$ cat src/hw/lfs_params.svh
// constants of the line driver fault supervisor: register map, field positions, reset values, times
// assumes a 20 MHz mclk and an APB slave with 4 address bits
`ifndef LFS_PARAMS_SVH
`define LFS_PARAMS_SVH

// ==========================================================
// register map
`define LFS_AW           4
`define LFS_OFS_STATUS   4'h0
`define LFS_OFS_LINE_CFG 4'h4
`define LFS_OFS_AUX_CFG  4'h8
`define LFS_OFS_MODE     4'hC

// ==========================================================
// status word fields
`define LFS_ST_AUX_IRQ   6
`define LFS_ST_AUX_LVL   5
`define LFS_ST_LINE_LVL  4
`define LFS_ST_LINE_IRQ  3
`define LFS_ST_LOW_IRQ   2
`define LFS_ST_MAIN_IRQ  1

// line config fields
`define LFS_LC_FILTER    7
`define LFS_LC_FAST      6
`define LFS_LC_POL       5
`define LFS_LC_PP        4
`define LFS_LC_RXMASK    1

// aux config fields
`define LFS_AC_POL       5
`define LFS_AC_PP        4

// mode fields
`define LFS_MD_AUX_FLT   5
`define LFS_MD_LINE_FLT  4
`define LFS_MD_MAIN_LOW  3
`define LFS_MD_MON_PIN   1
`define LFS_MD_REG_OFF   0

// ==========================================================
// reset values
`define LFS_LINE_CFG_RST 8'h00
`define LFS_AUX_CFG_RST  8'h00
`define LFS_MON_PIN_RST  1'b0
`define LFS_REG_OFF_RST  1'b0

// ==========================================================
// flag vector layout
`define LFS_NFLAG        4
`define LFS_F_LINE       0
`define LFS_F_AUX        1
`define LFS_F_MAIN       2
`define LFS_F_LOW        3
`define LFS_NSYNC        13

// ==========================================================
// times in ns and derived cycle counts, least times rounded up
`define LFS_CLK_NS          50
`define LFS_LINE_SHORT_NS   140000
`define LFS_LINE_OFF_NS     240000
`define LFS_AUX_FAULT_NS    440000
`define LFS_RETRY_NS        26000000
`define LFS_CYC(ns)         (((ns) + `LFS_CLK_NS - 1) / `LFS_CLK_NS)

`endif

$ cat src/hw/lfs_pkg.sv
// types shared by the line driver fault supervisor
// assumes the constants header is included by each design file
package lfs_pkg;

	// gray order along idle, pending, off, retry
	typedef enum logic [1:0] {
		LFS_IDLE  = 2'b00,
		LFS_PEND  = 2'b01,
		LFS_OFF   = 2'b11,
		LFS_RETRY = 2'b10
	} lfs_flt_e;

	typedef struct packed {
		logic hs_on;
		logic ls_on;
	} lfs_drv_s;

	typedef struct packed {
		logic main_ok;
		logic v5_ok;
		logic logic_ok;
		logic low_rail_ok;
	} lfs_sup_s;

endpackage

$ cat src/hw/lfs_fault_timer.sv
// fault timing and auto-retry for one output driver
// assumes synchronised, same-clock short and level error inputs
`timescale 1ns/1ns
`include "lfs_params.svh"

module lfs_fault_timer import lfs_pkg::*; #(
	parameter int unsigned DET_CYC   = 2,
	parameter int unsigned OFF_CYC   = 4,
	parameter int unsigned RETRY_CYC = 16,
	parameter int unsigned CW        = 20
) (
	input  wire logic mclk,          // system clock
	input  wire logic rst_n,         // synchronous reset
	input  wire logic ce,            // clock enable
	input  wire logic short_det,     // driver in current limit
	input  wire logic level_err,     // level error, already gated
	output logic      fault_pulse,   // fault registered
	output logic      fault_active,  // fault still present
	output logic      driver_off     // driver forced off
);

	lfs_flt_e        state;
	logic [CW-1:0]   cnt;
	logic            cond;
	logic            next_event;
	logic            next_clear;

	assign cond       = short_det | level_err;
	assign driver_off = (state == LFS_OFF);
	assign next_event = !fault_active && (state == LFS_PEND) && cond &&
	                    (level_err || (cnt == CW'(DET_CYC)));
	assign next_clear = !cond && ((state == LFS_PEND) ||
	                    ((state == LFS_RETRY) && (cnt == CW'(OFF_CYC))));

	// ==========================================================
	// state and time spent in the current state
	always_ff @(posedge mclk) begin
		if (!rst_n) begin
			state <= LFS_IDLE;
			cnt   <= '0;
		end else if (ce) begin
			case (state)
				LFS_IDLE: begin
					cnt <= CW'(1);
					if (cond) begin
						state <= LFS_PEND;
					end
				end
				LFS_PEND: begin
					if (!cond) begin
						state <= LFS_IDLE;
					end else if (cnt == CW'(OFF_CYC)) begin
						state <= LFS_OFF;
						cnt   <= '0;
					end else begin
						cnt <= cnt + 1'b1;
					end
				end
				LFS_OFF: begin
					// the gap is shortened so attempts start one retry period apart
					if (cnt == CW'(RETRY_CYC - OFF_CYC)) begin
						state <= LFS_RETRY;
						cnt   <= '0;
					end else begin
						cnt <= cnt + 1'b1;
					end
				end
				LFS_RETRY: begin
					if (cnt == CW'(OFF_CYC)) begin
						state <= cond ? LFS_OFF : LFS_IDLE;
						cnt   <= '0;
					end else begin
						cnt <= cnt + 1'b1;
					end
				end
				default: begin
					state <= LFS_IDLE;
				end
			endcase
		end
	end

	// ==========================================================
	// registered fault and its persistence
	always_ff @(posedge mclk) begin
		if (!rst_n) begin
			fault_pulse  <= 1'b0;
			fault_active <= 1'b0;
		end else if (ce) begin
			fault_pulse <= next_event;
			if (next_event) begin
				fault_active <= 1'b1;
			end else if (next_clear) begin
				fault_active <= 1'b0;
			end
		end
	end

endmodule

$ cat src/hw/lfs_top.sv
// line driver fault supervisor: driver selection, receive masking, fault timing, supply monitor, APB registers
// assumes pins arrive asynchronously and an APB master on mclk
//
// What this block does
// RL1 - push-pull select drives line both ways
// RL2 - aux push-pull select drives aux both ways
// RL3 - polarity bit picks sink or source switch
// RL4 - line driver off while transmit enable low
// RL5 - software sets fast edges for fast rates
// RL6 - receiver always on; mask forces output high
// RL7 - one bit selects both filter corners
// RL8 - line short over 140us is a fault
// RL9 - open-drain level error is a fault
// RL10 - line fault sets flags, irq, off 240us
// RL11 - line auto-retry 240us every 26ms
// RL12 - aux short for 440us is a fault
// RL13 - aux auto-retry 440us every 26ms
// RL14 - aux fault sets flags, irq, off 440us
// RL15 - mode bit switches low rail regulator off
// RL16 - drivers, indicator off until supplies up
// RL17 - supply undervoltage disables both drivers
// RL18 - main supply low sets flags and irq
// RL19 - registers kept; bus, irq gone on UV
// RL20 - low rail low flags; pin if enabled
// RL21 - indicator follows; flags held until read
// RL22 - line level is inverse AND of data
// RL23 - status read clears; persisting faults reset
// RL24 - irq low while any irq flag set
//
// Implementation choices: the APB register port and the register offsets.
`timescale 1ns/1ns
`include "lfs_params.svh"

module lfs_top import lfs_pkg::*; #(
	parameter int unsigned LINE_OFF_CYC  = `LFS_CYC(`LFS_LINE_OFF_NS),
	parameter int unsigned AUX_FAULT_CYC = `LFS_CYC(`LFS_AUX_FAULT_NS),
	parameter int unsigned RETRY_CYC     = `LFS_CYC(`LFS_RETRY_NS)
) (
	input  wire logic              mclk,                      // 20 MHz clock
	input  wire logic              rst_n,                     // synchronous reset
	input  wire logic              ce,                        // clock enable
	input  wire logic              psel,                      // apb select
	input  wire logic              penable,                   // apb enable
	input  wire logic              pwrite,                    // apb direction
	input  wire logic [`LFS_AW-1:0] paddr,                    // apb address
	input  wire logic [31:0]       pwdata,                    // apb write data
	output logic      [31:0]       prdata,                    // apb read data
	output logic                   pready,                    // apb ready
	output logic                   pslverr,                   // apb error
	input  wire logic              transmit_drive_enable,     // line driver enable pin
	input  wire logic              line_tx_data_a,            // transmit data a
	input  wire logic              line_tx_data_b,            // transmit data b
	input  wire logic              line_level,                // line above receive threshold
	input  wire logic              line_level_err,            // line between thresholds
	input  wire logic              line_current_limit,        // line driver in limit
	input  wire logic              aux_drive_in,              // aux output logic input
	input  wire logic              aux_current_limit,         // aux driver in limit
	input  wire logic              aux_digital_in,            // aux input comparator
	input  wire lfs_sup_s          supply,                    // supply monitors
	output lfs_drv_s               line_drv,                  // line switch gates
	output lfs_drv_s               aux_drv,                   // aux switch gates
	output logic                   fast_edge,                 // slew select to drivers
	output logic                   filter_corner,             // 1 picks higher corner
	output logic                   rx_out,                    // receive output
	output logic                   aux_logic_out,             // aux input logic output
	output logic                   undervoltage_indicator_oe, // high pulls indicator low
	output logic                   irq_n,                     // interrupt request
	output logic                   low_rail_regulator_off     // regulator shut-off
);

	localparam int unsigned LINE_DET_CYC = `LFS_CYC(`LFS_LINE_SHORT_NS);

	logic [`LFS_NSYNC-1:0] sync1, sync2, raw;
	logic [7:0]            line_cfg, aux_cfg;
	logic                  low_rail_monitor_to_pin;
	logic                  powered_up;
	logic [`LFS_NFLAG-1:0] irq_flag, fault_flag, next_set;
	logic [31:0]           next_rdata;
	logic                  next_err;
	lfs_drv_s              next_line_drv, next_aux_drv;
	lfs_sup_s              sup_s;
	logic                  transmit_drive_enable_s, tx_a_s, tx_b_s, lvl_s, lvl_err_s, line_cl_s, aux_in_s, aux_cl_s, din_s;
	logic                  supplies_ok, bus_ok, drv_ok, acc, wr, status_rd;
	logic                  line_pulse, line_active, line_off, line_lvl_err;
	logic                  aux_pulse, aux_active, aux_off, line_tx_lvl, aux_tx_lvl;

	// ==========================================================
	// pin synchronisers
	assign raw = {supply, transmit_drive_enable, line_tx_data_a, line_tx_data_b, line_level,
	              line_level_err, line_current_limit, aux_drive_in, aux_current_limit, aux_digital_in};

	always_ff @(posedge mclk) begin
		if (!rst_n) begin
			sync1 <= '0;
			sync2 <= '0;
		end else if (ce) begin
			sync1 <= raw;
			sync2 <= sync1;
		end
	end

	assign {sup_s, transmit_drive_enable_s, tx_a_s, tx_b_s, lvl_s, lvl_err_s, line_cl_s, aux_in_s, aux_cl_s, din_s} = sync2;
	assign supplies_ok = sup_s.main_ok & sup_s.v5_ok & sup_s.logic_ok;
	assign bus_ok      = sup_s.v5_ok & sup_s.logic_ok;
	assign drv_ok      = powered_up & supplies_ok;

	// ==========================================================
	// power-up gate
	always_ff @(posedge mclk) begin
		if (!rst_n) begin
			powered_up <= 1'b0;
		// RL16 wait for supplies
		end else if (ce && supplies_ok && sup_s.low_rail_ok) begin
			powered_up <= 1'b1;
		end
	end

	// ==========================================================
	// driver selection
	// RL22 inverse and of data
	assign line_tx_lvl = ~(tx_a_s & tx_b_s);
	assign aux_tx_lvl  = ~aux_in_s;

	always_comb begin
		next_line_drv = '0;
		next_aux_drv  = '0;
		// RL4 RL17 driver enable gating
		if (drv_ok && transmit_drive_enable_s && !line_off) begin
			// RL1 push-pull line
			if (line_cfg[`LFS_LC_PP]) begin
				next_line_drv.hs_on = line_tx_lvl;
				next_line_drv.ls_on = ~line_tx_lvl;
			// RL3 line switch polarity
			end else if (line_cfg[`LFS_LC_POL]) begin
				next_line_drv.hs_on = line_tx_lvl;
			end else begin
				next_line_drv.ls_on = ~line_tx_lvl;
			end
		end
		// RL17 aux off on undervoltage
		if (drv_ok && !aux_off) begin
			// RL2 push-pull aux
			if (aux_cfg[`LFS_AC_PP]) begin
				next_aux_drv.hs_on = aux_tx_lvl;
				next_aux_drv.ls_on = ~aux_tx_lvl;
			// RL3 aux switch polarity
			end else if (aux_cfg[`LFS_AC_POL]) begin
				next_aux_drv.hs_on = aux_tx_lvl;
			end else begin
				next_aux_drv.ls_on = ~aux_tx_lvl;
			end
		end
	end

	always_ff @(posedge mclk) begin
		if (!rst_n) begin
			line_drv <= '0;
			aux_drv  <= '0;
		end else if (ce) begin
			line_drv <= next_line_drv;
			aux_drv  <= next_aux_drv;
		end
	end

	// ==========================================================
	// receive path and analog selects
	always_ff @(posedge mclk) begin
		if (!rst_n) begin
			rx_out                 <= 1'b1;
			aux_logic_out          <= 1'b1;
			fast_edge              <= 1'b0;
			filter_corner          <= 1'b0;
		end else if (ce) begin
			// RL6 mask forces high
			rx_out        <= line_cfg[`LFS_LC_RXMASK] | ~lvl_s;
			aux_logic_out <= ~din_s;
			// RL5 edge rate select
			fast_edge     <= line_cfg[`LFS_LC_FAST];
			// RL7 shared filter corner
			filter_corner <= line_cfg[`LFS_LC_FILTER];
		end
	end

	// ==========================================================
	// fault timers
	// RL9 open-drain switch off
	assign line_lvl_err = powered_up & ~line_cfg[`LFS_LC_PP] & ~(line_drv.hs_on | line_drv.ls_on) & lvl_err_s;

	// RL8 RL10 RL11 line timing
	lfs_fault_timer #(
		.DET_CYC   (LINE_DET_CYC),
		.OFF_CYC   (LINE_OFF_CYC),
		.RETRY_CYC (RETRY_CYC)
	) u_line_timer (
		.mclk         (mclk),
		.rst_n        (rst_n),
		.ce           (ce),
		.short_det    (line_cl_s),
		.level_err    (line_lvl_err),
		.fault_pulse  (line_pulse),
		.fault_active (line_active),
		.driver_off   (line_off)
	);

	// RL12 RL13 RL14 aux timing
	lfs_fault_timer #(
		.DET_CYC   (AUX_FAULT_CYC),
		.OFF_CYC   (AUX_FAULT_CYC),
		.RETRY_CYC (RETRY_CYC)
	) u_aux_timer (
		.mclk         (mclk),
		.rst_n        (rst_n),
		.ce           (ce),
		.short_det    (aux_cl_s),
		.level_err    (1'b0),
		.fault_pulse  (aux_pulse),
		.fault_active (aux_active),
		.driver_off   (aux_off)
	);

	// ==========================================================
	// flags: set wins over the read clear
	always_comb begin
		next_set = '0;
		// RL23 persisting faults set again
		next_set[`LFS_F_LINE] = line_pulse | line_active;
		next_set[`LFS_F_AUX]  = aux_pulse | aux_active;
		// RL18 main supply monitor
		next_set[`LFS_F_MAIN] = powered_up & ~sup_s.main_ok;
		// RL20 low rail, ignored while switched off
		next_set[`LFS_F_LOW]  = powered_up & ~sup_s.low_rail_ok & ~low_rail_regulator_off;
	end

	genvar gi;
	generate
		for (gi = 0; gi < `LFS_NFLAG; gi = gi + 1) begin : g_flag
			always_ff @(posedge mclk) begin
				if (!rst_n) begin
					irq_flag[gi]   <= 1'b0;
					fault_flag[gi] <= 1'b0;
				end else if (ce) begin
					// RL21 RL23 held until status read
					irq_flag[gi]   <= next_set[gi] | (irq_flag[gi] & ~status_rd);
					fault_flag[gi] <= next_set[gi] | (fault_flag[gi] & ~status_rd);
				end
			end
		end
	endgenerate

	// ==========================================================
	// indicator and interrupt
	always_ff @(posedge mclk) begin
		if (!rst_n) begin
			undervoltage_indicator_oe <= 1'b0;
			irq_n                     <= 1'b1;
		end else if (ce) begin
			// RL16 RL18 RL20 RL21 indicator follows supplies
			undervoltage_indicator_oe <= drv_ok & (sup_s.low_rail_ok | ~low_rail_monitor_to_pin);
			// RL19 RL24 irq only with logic supplies
			irq_n <= ~(bus_ok & (|irq_flag));
		end
	end

	// ==========================================================
	// apb slave, one wait state
	assign acc       = psel & penable & pready;
	assign wr        = acc & pwrite & ~pslverr;
	assign status_rd = acc & ~pwrite & ~pslverr & (paddr == `LFS_OFS_STATUS);

	always_comb begin
		next_rdata = '0;
		// RL19 bus refused on undervoltage
		next_err   = ~bus_ok;
		if (paddr == `LFS_OFS_STATUS) begin
			next_rdata[`LFS_ST_AUX_IRQ]  = irq_flag[`LFS_F_AUX];
			next_rdata[`LFS_ST_AUX_LVL]  = din_s;
			next_rdata[`LFS_ST_LINE_LVL] = lvl_s;
			next_rdata[`LFS_ST_LINE_IRQ] = irq_flag[`LFS_F_LINE];
			next_rdata[`LFS_ST_LOW_IRQ]  = irq_flag[`LFS_F_LOW];
			next_rdata[`LFS_ST_MAIN_IRQ] = irq_flag[`LFS_F_MAIN];
		end else if (paddr == `LFS_OFS_LINE_CFG) begin
			next_rdata[7:0] = line_cfg;
		end else if (paddr == `LFS_OFS_AUX_CFG) begin
			next_rdata[7:0] = aux_cfg;
		end else if (paddr == `LFS_OFS_MODE) begin
			next_rdata[`LFS_MD_AUX_FLT]  = fault_flag[`LFS_F_AUX];
			next_rdata[`LFS_MD_LINE_FLT] = fault_flag[`LFS_F_LINE];
			next_rdata[`LFS_MD_MAIN_LOW] = fault_flag[`LFS_F_MAIN];
			next_rdata[`LFS_MD_MON_PIN]  = low_rail_monitor_to_pin;
			next_rdata[`LFS_MD_REG_OFF]  = low_rail_regulator_off;
		end else begin
			next_err = 1'b1;
		end
		if (pwrite) begin
			next_rdata = '0;
		end
	end

	always_ff @(posedge mclk) begin
		if (!rst_n) begin
			pready  <= 1'b0;
			pslverr <= 1'b0;
			prdata  <= '0;
		end else if (ce) begin
			pready <= psel & penable & ~pready;
			if (psel && penable && !pready) begin
				prdata  <= next_rdata;
				pslverr <= next_err;
			end else begin
				pslverr <= 1'b0;
			end
		end
	end

	// ==========================================================
	// configuration registers; only reset clears them, supply dips do not
	always_ff @(posedge mclk) begin
		if (!rst_n) begin
			line_cfg                <= `LFS_LINE_CFG_RST;
			aux_cfg                 <= `LFS_AUX_CFG_RST;
			low_rail_monitor_to_pin <= `LFS_MON_PIN_RST;
		end else if (ce && wr) begin
			if (paddr == `LFS_OFS_LINE_CFG) begin
				line_cfg <= pwdata[7:0];
			end else if (paddr == `LFS_OFS_AUX_CFG) begin
				aux_cfg <= pwdata[7:0];
			end else if (paddr == `LFS_OFS_MODE) begin
				low_rail_monitor_to_pin <= pwdata[`LFS_MD_MON_PIN];
			end
		end
	end

	// RL15 regulator shut-off bit
	always_ff @(posedge mclk) begin
		if (!rst_n) begin
			low_rail_regulator_off <= `LFS_REG_OFF_RST;
		end else if (ce && wr && (paddr == `LFS_OFS_MODE)) begin
			low_rail_regulator_off <= pwdata[`LFS_MD_REG_OFF];
		end
	end
endmodule

$ cat config.mk
export PLATFORM = sky130hd
export DESIGN_NAME = lfs_top
export DESIGN_NICKNAME = d
export VERILOG_FILES = /design/src/hw/lfs_pkg.sv /design/src/hw/lfs_fault_timer.sv /design/src/hw/lfs_top.sv
export VERILOG_INCLUDE_DIRS = /design/src /design/src/hw
export SDC_FILE = /design/constraint.sdc
export NUM_CORES = 1
export LEC_CHECK = 0
export ABC_AREA = 1
export BUFFER_PORTS_ARGS = -buffer_cell sky130_fd_sc_hd__buf_4
export CAP_MARGIN = 0
export CORE_MARGIN = 1
export CORE_UTILIZATION = 35
export CTS_BUF_LIST = sky130_fd_sc_hd__clkbuf_8 sky130_fd_sc_hd__clkbuf_16
export CTS_CLUSTER_SIZE = 24
export DETAILED_ROUTE_END_ITERATION = 16
export PLACE_DENSITY = 0.61
export SETUP_SLACK_MARGIN = 0.02
export SKIP_CTS_REPAIR_TIMING = 1
export SLEW_MARGIN = 20
export SYNTH_ARGS = -nofsm -noshare
export SYNTH_HDL_FRONTEND = slang
export SYNTH_SLANG_ARGS = --single-unit
$ cat constraint.sdc
create_clock -name mclk -period 1.65 [get_ports mclk]
set_input_delay 0.165 -clock mclk [delete_from_list [all_inputs] [get_ports mclk]]
set_output_delay 0.165 -clock mclk [all_outputs]
set_load 0.02 [all_outputs]
* Yosys cells after proc, flatten, opt, wreduce, memory -nomap -nowiden
Cells that the tools add are included.
** Word-level totals
- Register bits :: 144
- Bits in latches :: 0
- RAM bits :: 0
- Memory bits (read-only) :: 0
- Input bits :: 55
- Output and inout port bits :: 45
- Logic and storage cells :: 215
- Memories :: 0
** Cells by class
- $add $sub $neg :: 2
- Multipliers :: 0
- Div/mod/pow operators :: 0
- Magnitude comparators :: 0
- Equal/unequal tests :: 24
- Shift operators :: 0
- Multiplexer cells :: 50
- Bitwise operators :: 59
- Reductions and logical operators :: 45
** Operators with widths (count)
- 20-bit one-hot mux with 4 select lines :: 2
- 20-bit two-way mux :: 6
- 20-bit by 1-bit adder with 20-bit output (second input constant) :: 2
- 20-bit by 19-bit == test with 1-bit output (second input constant) :: 2
- 2-bit two-way mux :: 19
- 1-bit bitwise AND :: 28
- 20-bit by 12-bit == test with 1-bit output (second input constant) :: 1
- 20-bit by 13-bit == test with 1-bit output (second input constant) :: 1
- 20-bit by 14-bit == test with 1-bit output (second input constant) :: 1
- 1-bit logical AND :: 19
- 1-bit inverter :: 18
- 1-bit two-way mux :: 16
- 8-bit two-way mux :: 2
- 2-bit one-hot mux with 4 select lines :: 2
- 1-bit bitwise OR :: 13
- 2-bit AND reduction :: 6
- 5-bit AND reduction :: 2
- 2-bit == test (second input constant) :: 4
- 4-bit == test (second input constant) :: 2
- 2-bit by 1-bit != test with 1-bit output (second input constant) :: 4
- 2-bit != test (second input constant) :: 4
- 1-bit logical NOT :: 7
- 3-bit two-way mux :: 2
- 6-bit two-way mux :: 1
- 10 further kinds :: 16

* Longest topological paths before layout
Gate-level depths: netlist of run 1.
- Word-level depth :: 9
- Gate-level depth with buffers :: 12
- Depth with buffers taken out :: 11

* Hierarchy
From an unflattened synthesis of run 1, not the netlist that was laid out.
** Second synthesis, totals
- Cells, all modules :: 909
- Area total of the unflattened synthesis :: 6358.6 um^2
** Modules (own cells, without submodules)
- lfs_top :: times used 1, cells each 424, area each 3190.6 um^2, sequential area each 1441.4 um^2
- lfs_fault_timer at u_line_timer :: times used 1, cells each 249, area each 1587.8 um^2, sequential area each 480.5 um^2
- lfs_fault_timer at u_aux_timer :: times used 1, cells each 236, area each 1580.3 um^2, sequential area each 480.5 um^2

* Worst setup path after synthesis of run 1
Ideal clock, no wire load.
- Path type :: register to register
- From :: register u_aux_timer.state[1]
- To :: register u_aux_timer.cnt[12]
- Setup time :: 0.116 ns
- Data arrival time :: 1.450 ns
- Required time :: 1.534 ns
- Path slack :: 0.085 ns
- Cell stages (with the launch flop) :: 10
- Path buffers :: 1
- Clock period less this slack :: 1.565 ns
- Cell sequence :: dfxtp_1 -> inv_1 -> ha_1 -> a21oi_2 -> buf_2 -> nand2_1 -> nor2_2 -> nand2_1 -> xor2_1 -> nor2_1
** Between the ends
- Word-level cells in the longest chain between the ends :: 3
- Elaborated cells on any way between the ends :: 7
- Those cells by class :: 4 x eq/ne; 1 x mux; 2 x reduce/logical
** Ends and longest elaborated chain
- from (decl) :: line lfs_fault_timer.sv:22 : lfs_flt_e state;
- from (signal assigned) :: line lfs_fault_timer.sv:70 : state <= cond ? LFS_OFF : LFS_IDLE;
- 2-bit by 1-bit == test with 1-bit output :: line lfs_fault_timer.sv:42 : case (state)
- 2-bit != test (no source line)
- 2-bit AND reduction (no source line)
- to (signal assigned) :: line lfs_fault_timer.sv:56 : cnt <= cnt + 1'b1;
- to (signal assigned) :: line lfs_fault_timer.sv:65 : cnt <= cnt + 1'b1;
- to (signal assigned) :: line lfs_fault_timer.sv:73 : cnt <= cnt + 1'b1;
- to (decl) :: line lfs_fault_timer.sv:23 : logic [CW-1:0] cnt;
Parallel ways exist; a longest one is shown, timed or not.
A chain may end at the register's enable or synchronous reset.

* Worst setup path after layout of run 1
- From :: register u_aux_timer.cnt[10]
- To :: register u_aux_timer.cnt[14]
** Between the ends
- Word-level cells in the longest chain between the ends :: 4
- Elaborated cells on any way between the ends :: 7
- Those cells by class :: 1 x add/sub; 2 x eq/ne; 4 x mux
** Ends and longest elaborated chain
- 20-bit by 1-bit adder with 20-bit output / 20-bit by 14-bit == test with 1-bit output (equally long branches)
- 20-bit two-way mux :: line lfs_fault_timer.sv:52, lfs_fault_timer.sv:69
- 20-bit two-way mux :: line lfs_fault_timer.sv:50 : if (!cond) begin
- 20-bit one-hot mux with 4 select lines (*) :: line lfs_fault_timer.sv:42
Every way passes the cells marked *; elsewhere a longest branch is shown, timed or not. The select of a mux whose other input is x is not followed.

==> metrics.txt, run 1 <==
synthesized area about 6000 um^2; CP startpoint kind flop; PortBufs between 50 and 60; Worst-path clk slew ~0.060 ns; Pleak approximately 3.2 nW; chip height ~130 um; status complete, but fails checks; Yosys reg bits 120; Crit. End Element flop; Initial Util about 36%; CP max-delay cell dfxtp_1; Req. time, crit path approximately 2.0 ns; post-synthesis adder-cell area fraction under 10%; all-layer global routing usage between 10% and 20%; unique cell type count in the Yosys netlist 35; TritonCTS clock tree done; CTS root buffer clkbuf_16; Final setup viols 0; Hold Crit Class primary input to flop; fill cell count between 1500 and 2000; clk_lat worst skew 0.42 ns; Max Cap Viol 0; max-slew violations 0; Die Wd 133 um; TritonRoute pass-1 iters 5; Mean Syn Cell Area approximately 6.7 um^2; Sink Count 120; DRT Wirelength about 15000 um; mux share of post-synthesis cell area 0%; P per Cell Area between 900 and 1000 nW/um^2; XOR/XNOR Fraction of Synth Area under 10%; CP Max Fanout 3; Fin. Hold Viols 4; failing checks negative hold slack; hold_ws -0.0348 ns; WL/cell 12.0 um; global-route wire length before repair around 25000 um; Die ar. about 18000 um^2; DR vias ~5900; CP arrival between 1.5 and 2 ns; crit-path cells nand2_2 > inv_1 > nand2_1 > nor2_1 > nand3_1 > nand2_2 > nand2_2 > nand2_1 > nand2_1 > buf_4 > nand3_1 > nor2_1; Finished Core Util a little under half; post-synthesis sequential area ratio 40.1%; largest net degree at the start of global routing 40; setup slack at placement about 0.0039 ns; Post-Synth Simple-Gate Area between 20 and 30%; # IOs 100; synth warn 0; filler-free cell count of the finished design 1241; Final Critical Period ~1.5 ns; initial antenna violation count 0; clock skew about 0.015 ns; Sum Neg Setup Slack 0 ns; # placed instances roughly 1200; Synth Instances 892; core area between 15000 and 20000 um^2; Crit Path Class flop to flop; post-route setup slack 0.141 ns; Placement Rows 47; main combinational cell family by area after synthesis simple AND/OR/NAND/NOR gates; nets@finish about 1100; DR vias/cell 4.72; diodes inserted 0; GRT overflow 0; # H-tree levels 4; Final Cycle Share around nine tenths; routability congestion estimate around 0.84; via count of the first global-routing pass approximately 5400; antenna-violating nets left 0; total CTS buffers 17; Clock Path Buffers 2; dpl hpwl approximately 11000 um; Area growth syn-to-layout 30.4%; VDD IR max a little over 700 uV; Highest Clock Rate 663 MHz; Detailed Route Iter0 Violations about 260; post-synthesis compound-gate area fraction 14.4%; DRC viols 0; layout cells sized above 1 between 10% and 20%; RSZ-0062 raised after global routing yes; Slowest Stage Delay on Critical Path 0.37 ns
-- per-layer routing --
metal  wire length, um  global-route usage, %  vias to the layer above
li1                  -                      -                     3068
met1              7110                   22.4                     2658
met2              7040                   28.8                      112
met3               522                   3.60                       19
met4               267                   7.22                        0
met5                 0                      0                        -
-- state kept, by name, summed over array words and instances (netlist names), 2 cells and up --
name / flops
aux_drv: 2
u_aux_timer.cnt: 20
sync1: 13
u_line_timer.state: 2
irq_flag: 4
prdata: 8
u_aux_timer.state: 2
u_line_timer.cnt: 20
aux_cfg: 8
fault_flag: 3
sync2: 13
line_cfg: 8
line_drv: 2
-- cell usage in the layout (no fill, tap or decap), drive strengths merged --
master / instances
clkbuf: 20
dlygate4sd3: 14
nor3: 16
nand2: 171
xnor2: 2
a31oi: 2
o31ai: 1
xor2: 11
nor3b: 1
o21bai: 1
bufinv: 2
dfxtp: 120
and2: 1
a41oi: 1
nor2: 170
clkinv: 5
o2111ai: 3
o21ai: 72
inv: 102
a21oi: 71
o211ai: 6
o22ai: 4
nand4: 9
buf: 110
conb: 24
or2: 1
nor4b: 1
clkinvlp: 2
ha: 12
o32ai: 1
nand3: 63
nor4: 2
-- cells by family (layout without fill, tap and decap cells) --
logic type / count (synthesis) / count (layout)
adders and majority gates: 12 / 12
AOI/OAI and AO/OA: 162 / 162
and+or+nand+nor: 435 / 435
other: 1 / 24
buffers and inverters: 149 / 255
DFF: 120 / 120
xor gates and xnor gates: 13 / 13
-- metrics by stage --
stage | cell area (um^2) | total power, mW
floorplan | 6070 | 3.53
global placement | 6870 | 3.76
detailed placement | 6870 | 3.77
CTS | 7480 | 7.53
global route | 7800 | 7.84
finish | 7800 | 7.54
-- where the power goes --
group / total [mW] / internal, mW / switching, mW
Sequential: 3.03 / 2.97 / 0.0517
Combinational: 0.757 / 0.301 / 0.456
Clock: 3.76 / 2.36 / 1.40
Total: 7.54 / 5.64 / 1.91
-- critical path, delay by kind of cell (launching register included) --
family	cells	cell delay (ns)
AND/OR/NAND/NOR	10	0.77
buffers and inverters	2	0.24
flip-flops	1	0.37
-- synth_stat cells --
cell	count	area, um^2
a21oi_1	70	350
a21oi_2	1	8.76
a31oi_1	2	12.5
a41oi_1	1	8.76
and2_1	1	6.26
buf_2	4	20.0
buf_4	26	195
clkbuf_1	20	75.1
clkinv_1	2	7.51
conb_1	1	3.75
dfxtp_1	120	2400
ha_1	12	150
inv_1	92	345
inv_2	5	18.8
nand2_1	168	631
nand2_2	3	18.8
nand3_1	63	315
nand4_1	9	56.3
nor2_1	167	627
nor2_2	3	18.8
nor3_1	15	75.1
nor3_2	1	10.0
nor3b_1	1	7.51
nor4_1	2	12.5
nor4b_1	1	8.76
o2111ai_1	3	26.3
o211ai_1	6	45.0
o21ai_0	72	360
o21bai_1	1	7.51
o22ai_1	4	25.0
o31ai_1	1	7.51
o32ai_1	1	8.76
or2_0	1	6.26
xnor2_1	2	17.5
xor2_1	11	96.3
-- final cells by class --
| class | count | area, um^2 | area share, % |
|---|---|---|---|
| flip-flops and latches | 120 | 2420 | 31.1 |
| clock inverters | 12 | 140 | 1.80 |
| well taps | 220 | 275 | 3.53 |
| inverters | 99 | 374 | 4.79 |
| repair buffers | 124 | 990 | 12.7 |
| multi-input cells | 646 | 3140 | 40.2 |
| clock buffers | 20 | 467 | 5.98 |
-- final timing paths --
path	endpoint	from	slack [ns]	cells past startpoint
worst max-delay path	u_aux_timer.cnt[14]	u_aux_timer.cnt[10]	0.14	12
worst min register to register	aux_logic_out	sync2[0]	0.43	1
worst max register to register	u_aux_timer.cnt[14]	u_aux_timer.cnt[10]	0.14	12
worst min-delay path	sync1[12]	supply[3]	-0.03	3
Note: power is estimated with default switching activity, not from simulation.
==> run 2, diff against run 1 <==
--- a/config.mk
+++ b/config.mk
@@ -9,7 +9,7 @@
 export ABC_AREA = 1
 export BUFFER_PORTS_ARGS = -buffer_cell sky130_fd_sc_hd__buf_4
 export CAP_MARGIN = 0
-export CORE_MARGIN = 1
+export CORE_MARGIN = 1.5
 export CORE_UTILIZATION = 35
 export CTS_BUF_LIST = sky130_fd_sc_hd__clkbuf_8 sky130_fd_sc_hd__clkbuf_16
 export CTS_CLUSTER_SIZE = 24
==> metrics.txt, run 2 (synthesis gave the netlist of run 1 again) <==
DR vias roughly 5800; DRC viols 0; Area growth syn-to-layout 32.8%; Crit Path Class flop to flop; CP startpoint kind flop; Final Instance Area about 8000 um^2; largest net degree at the start of global routing 42; Reg2Reg Depth 12; Max Cap Viol 0; hold_ws -0.0318 ns; routability congestion estimate 0.831; R2R Path End u_aux_timer.cnt[14]; Detailed Route Iter0 Violations between 300 and 400; Die Wd approximately 130 um; Sink Count 120; DRT Wirelength 15200 um; total CTS buffers 17; DR vias/cell approximately 4.7; via count of the first global-routing pass 5401; initial antenna violation count 0; M1 GR Usage between 20% and 30%; CP Max Fanout 4; antenna-violating nets left 0; VDD IR max 692 uV; Crit. End Element flop; critical path startpoint u_aux_timer.cnt[10]; commonest cells after routing, fill and taps aside 162 x nand2_1, 154 x nor2_1, 108 x buf_4, 107 x dfxtp_1, 85 x inv_1; failing checks negative hold slack; layout cells sized above 1 21.0%; Clock Path Buffers 2; CP arrival roughly 1.8 ns; nets@finish between 1000 and 1500; diodes inserted 0; Min-Delay Endpoint sync1[10]; Reg2Reg Setup Slack between 0.1 and 0.15 ns; P per Cell Area about 990 nW/um^2; # IOs 100; core area roughly 17000 um^2; Placement Rows 47; Worst-path clk slew 0.05 ns; Initial Util 36.0%; TritonRoute pass-1 iters 4; leading registers by flop count u_aux_timer.cnt x20, u_line_timer.cnt x20; Hold Crit Class primary input to flop; TritonCTS clock tree done; chip height ~130 um; Placed Area approximately 6900 um^2; RSZ-0062 raised after global routing yes; dpl hpwl about 11000 um; Hold Crit Start supply[1]; fill cell count 1682; met2 Use GR between 20% and 30%; reg2reg start u_aux_timer.cnt[10]; Hold Path Cell Cnt 3; all-layer global routing usage ~17%; Req. time, crit path slightly below 2 ns; Most Crowded Layer GR met2; Fin. Hold Viols 6; Final Critical Period 1.52 ns; Highest Clock Rate 656 MHz; GRT overflow 0; Die ar. 17900 um^2; Final Cycle Share 92.4%; status complete, but fails checks; most common cell after layout, fill and taps aside nand2_1; global-route wire length before repair between 20000 and 30000 um; Pleak 3.27 nW; WL/cell 12.2 um; clock skew 0.00750 ns; # H-tree levels 4; max-slew violations 0; met3 Resource Use GR between 4 and 5%; Final setup viols 0; clk_lat worst skew 0.42 ns; CTS root buffer clkbuf_16; PortBufs between 50 and 60
[run 2: layer usage]
layer / up-vias / wire length, um
met5: - / 0
met4: 0 / 359
met3: 27 / 537
met2: 115 / 7050
met1: 2620 / 7220
li1: 3074 / -
[run 2: power breakdown]
part | total (mW) | internal, mW | leakage (nW) | switching [mW]
combinational | 0.778 | 0.313 | 1.97 | 0.465
sequential | 3.02 | 2.97 | 0.982 | 0.0491
clock | 4.04 | 2.69 | 0.317 | 1.35
total | 7.84 | 5.97 | 3.27 | 1.87
[run 2: layout make-up]
type | count | area (um^2) | area share, %
Clock buffer | 21 | 480 | 6.04
Clock inverter | 11 | 170 | 2.14
Inverter | 99 | 374 | 4.70
Multi-Input combinational cell | 646 | 3200 | 40.3
Sequential cell | 120 | 2420 | 30.5
Tap cell | 220 | 275 | 3.46
Timing Repair Buffer | 127 | 1030 | 12.9
[run 2: worst max-delay path by stage]
stage	endpoint	slack (ns)
global route	u_line_timer.cnt[12]	-0.01
floorplan	u_aux_timer.cnt[12]	0.08
finish	u_aux_timer.cnt[14]	0.13
global placement	u_line_timer.cnt[10]	0.04
detailed placement	u_line_timer.cnt[10]	-0.01
CTS	u_line_timer.cnt[10]	-0.03
[run 2: through the flow]
stage / instances / utilization (%) / setup TNS, ns / total power, mW / setup WS (ns)
detailed placement: 1194 / 41.5 / -0.0248 / 3.77 / -0.0124
global placement: 1194 / 41.5 / 0 / 3.76 / 0.0390
floorplan: 915 / - / 0 / 3.53 / 0.0849
global route: 1244 / 47.8 / -0.0177 / 8.14 / -0.0105
CTS: 1226 / 45.4 / -0.130 / 7.83 / -0.0299
finish: 1244 / 47.8 / 0 / 7.84 / 0.125
[run 2: worst max-delay path: stages (launching register included)]
cell and delay, ns:
dfxtp_2 0.37, nand2_1 0.11, inv_1 0.11, nand2_1 0.07, nor2_2 0.10, nand3_1 0.10
nand2_2 0.10, nand2_2 0.05, nand2_1 0.06, nand2_1 0.08, buf_4 0.14, nand3_1 0.07
nor2_1 0.04
==> run 3, diff against run 2 <==
--- a/config.mk
+++ b/config.mk
@@ -14,10 +14,11 @@
 export CTS_BUF_LIST = sky130_fd_sc_hd__clkbuf_8 sky130_fd_sc_hd__clkbuf_16
 export CTS_CLUSTER_SIZE = 24
 export DETAILED_ROUTE_END_ITERATION = 16
+export HOLD_SLACK_MARGIN = 0.15
 export PLACE_DENSITY = 0.61
 export SETUP_SLACK_MARGIN = 0.02
 export SKIP_CTS_REPAIR_TIMING = 1
-export SLEW_MARGIN = 20
+export SLEW_MARGIN = 25
 export SYNTH_ARGS = -nofsm -noshare
 export SYNTH_HDL_FRONTEND = slang
 export SYNTH_SLANG_ARGS = --single-unit
==> constraint.sdc (replaced) <==
create_clock -name mclk -period 1.3 [get_ports mclk]
set_input_delay 0.13 -clock mclk [delete_from_list [all_inputs] [get_ports mclk]]
set_output_delay 0.13 -clock mclk [all_outputs]
set_load 0.02 [all_outputs]
==> metrics.txt, run 3 (synthesis gave the netlist of run 1 again) <==
routability congestion estimate around 0.88; clock skew about 0.0082 ns; max-slew violations 0; Req. time, crit path about 1.6 ns; Final setup viols between 40 and 50; RSZ-0062 raised after global routing yes; CP delay by family, top simple AND/OR/NAND/NOR gates; CP arrival approximately 1.9 ns; most common cell after layout, fill and taps aside buf_4; CP startpoint kind flop; Die Wd approximately 130 um; GRT overflow 0; Critical Path Most Common Cell nand2_2; DR vias/cell approximately 4.7; dpl hpwl around 12000 um; Max Cap Viol 0; post-route setup slack -0.311 ns; Total Power 10.0 mW; largest net degree at the start of global routing between 40 and 50; CP max-delay cell dfxtp_4; leading registers by flop count u_aux_timer.cnt x20, u_line_timer.cnt x20; DR vias about 6400; DRC viols 0; # IOs 100; TritonRoute pass-1 iters 5; critical path startpoint u_aux_timer.cnt[1]; R2R Path End u_aux_timer.cnt[11]; status complete, but fails checks; reg2reg start u_aux_timer.cnt[1]; all-layer global routing usage about 18%; crit path capture u_aux_timer.cnt[11]; Final Cycle Share 124%; Reg2Reg Depth 13; Reg2Reg Setup Slack -0.31 ns; Worst-path clk slew about 0.06 ns; DRT Wirelength 17300 um; total CTS buffers 17; WL/cell approximately 13 um; Die ar. between 15000 and 20000 um^2; Detailed Route Iter0 Violations about 320; Placement Rows between 40 and 50; diodes inserted 0; Fin. Hold Viols 0; CP Depth 13; Crit Path Class flop to flop; Sink Count 120; # H-tree levels 4; commonest cells after routing, fill and taps aside 184 x buf_4, 137 x nand2_1, 133 x nor2_1, 88 x dfxtp_1, 81 x inv_1; layout cells sized above 1 a little over a third; initial antenna violation count 0; Slowest Stage Delay on Critical Path roughly 0.36 ns; Clock Path Buffers 2; Pleak between 3 and 4 nW; PortBufs 51; setup slack at placement -0.240 ns; global-route wire length before repair between 20000 and 30000 um; CTS root buffer clkbuf_16; via count of the first global-routing pass 5800; nets@finish about 1200; CP Buf/Inv Count 4; Crit. End Element flop; Area growth syn-to-layout 54.7%; fill cell count about 1500; Final Critical Period between 1.5 and 2 ns; failing checks negative setup slack; Hold Crit Class primary input to flop; antenna-violating nets left 0; Highest Clock Rate between 600 and 700 MHz; clk_lat worst skew approximately 0.42 ns; TritonCTS clock tree done; chip height 134 um; Initial Util about 36%; CP Max Fanout 4; Finished Core Util a little under three fifths; P per Cell Area 1090 nW/um^2; core area about 17000 um^2; crit-path cells buf_4 > inv_2 > ha_4 > nand3_4 > inv_1 > nand3_2 > nand2_1 > nand2_2 > nand2_2 > nand2_2 > buf_6 > nand2_2 > a21oi_2; VDD IR max between 1000 and 1500 uV
-- run 3: stage by stage --
step           hold WS, ns  area, um^2  TNS [ns]  cells
2_1_floorplan        0.265        6310     -1.77    915
3_3_place_gp         0.354        7690     -9.06   1271
3_5_place_dp         0.357        7690     -9.52   1271
4_1_cts            -0.0845        8300     -9.75   1303
5_1_grt              0.223        9260    -13.40   1340
6_report             0.211        9260     -9.50   1340
-- run 3: worst min path at each step --
stage | slack [ns] | start | cells past startpoint | end
2_1_floorplan | 0.26 | pwdata[0] | 2 | aux_cfg[0]
3_3_place_gp | 0.35 | supply[3] | 3 | sync1[12]
3_5_place_dp | 0.36 | supply[3] | 3 | sync1[12]
4_1_cts | -0.08 | supply[3] | 3 | sync1[12]
5_1_grt | 0.22 | paddr[2] | 5 | prdata[0]
6_report | 0.21 | paddr[2] | 5 | prdata[0]
-- run 3: layout make-up --
cell class	instances	area, um^2	area share [%]
repair buffers	222	1820	19.6
clock inverters	14	171	1.85
clock buffers	18	439	4.74
inverters	99	392	4.23
well taps	220	275	2.97
flip-flops and latches	120	2460	26.5
multi-input cells	647	3710	40.0
-- run 3: worst reg2reg max path, stage by stage, from the launching register on --
cell	delay (ns)
dfxtp_4	0.36
buf_4	0.13
inv_2	0.06
ha_4	0.13
nand3_4	0.08
inv_1	0.09
nand3_2	0.10
nand2_1	0.10
nand2_2	0.07
nand2_2	0.07
nand2_2	0.07
buf_6	0.12
nand2_2	0.06
a21oi_2	0.05
-- run 3: layer usage --
metal | global-route usage (%) | wire length [um]
met1 | 23.6 | 7730
met2 | 30.6 | 8680
met3 | 3.74 | 562
met4 | 5.98 | 285
met5 | 0 | 0
-- run 3: where the power goes --
group          leakage (nW)  total (mW)  switching (mW)  internal (mW)
logic                  2.56        1.33           0.733          0.595
registers             0.992        3.84          0.0687           3.77
clock network         0.301        4.88            1.80           3.08
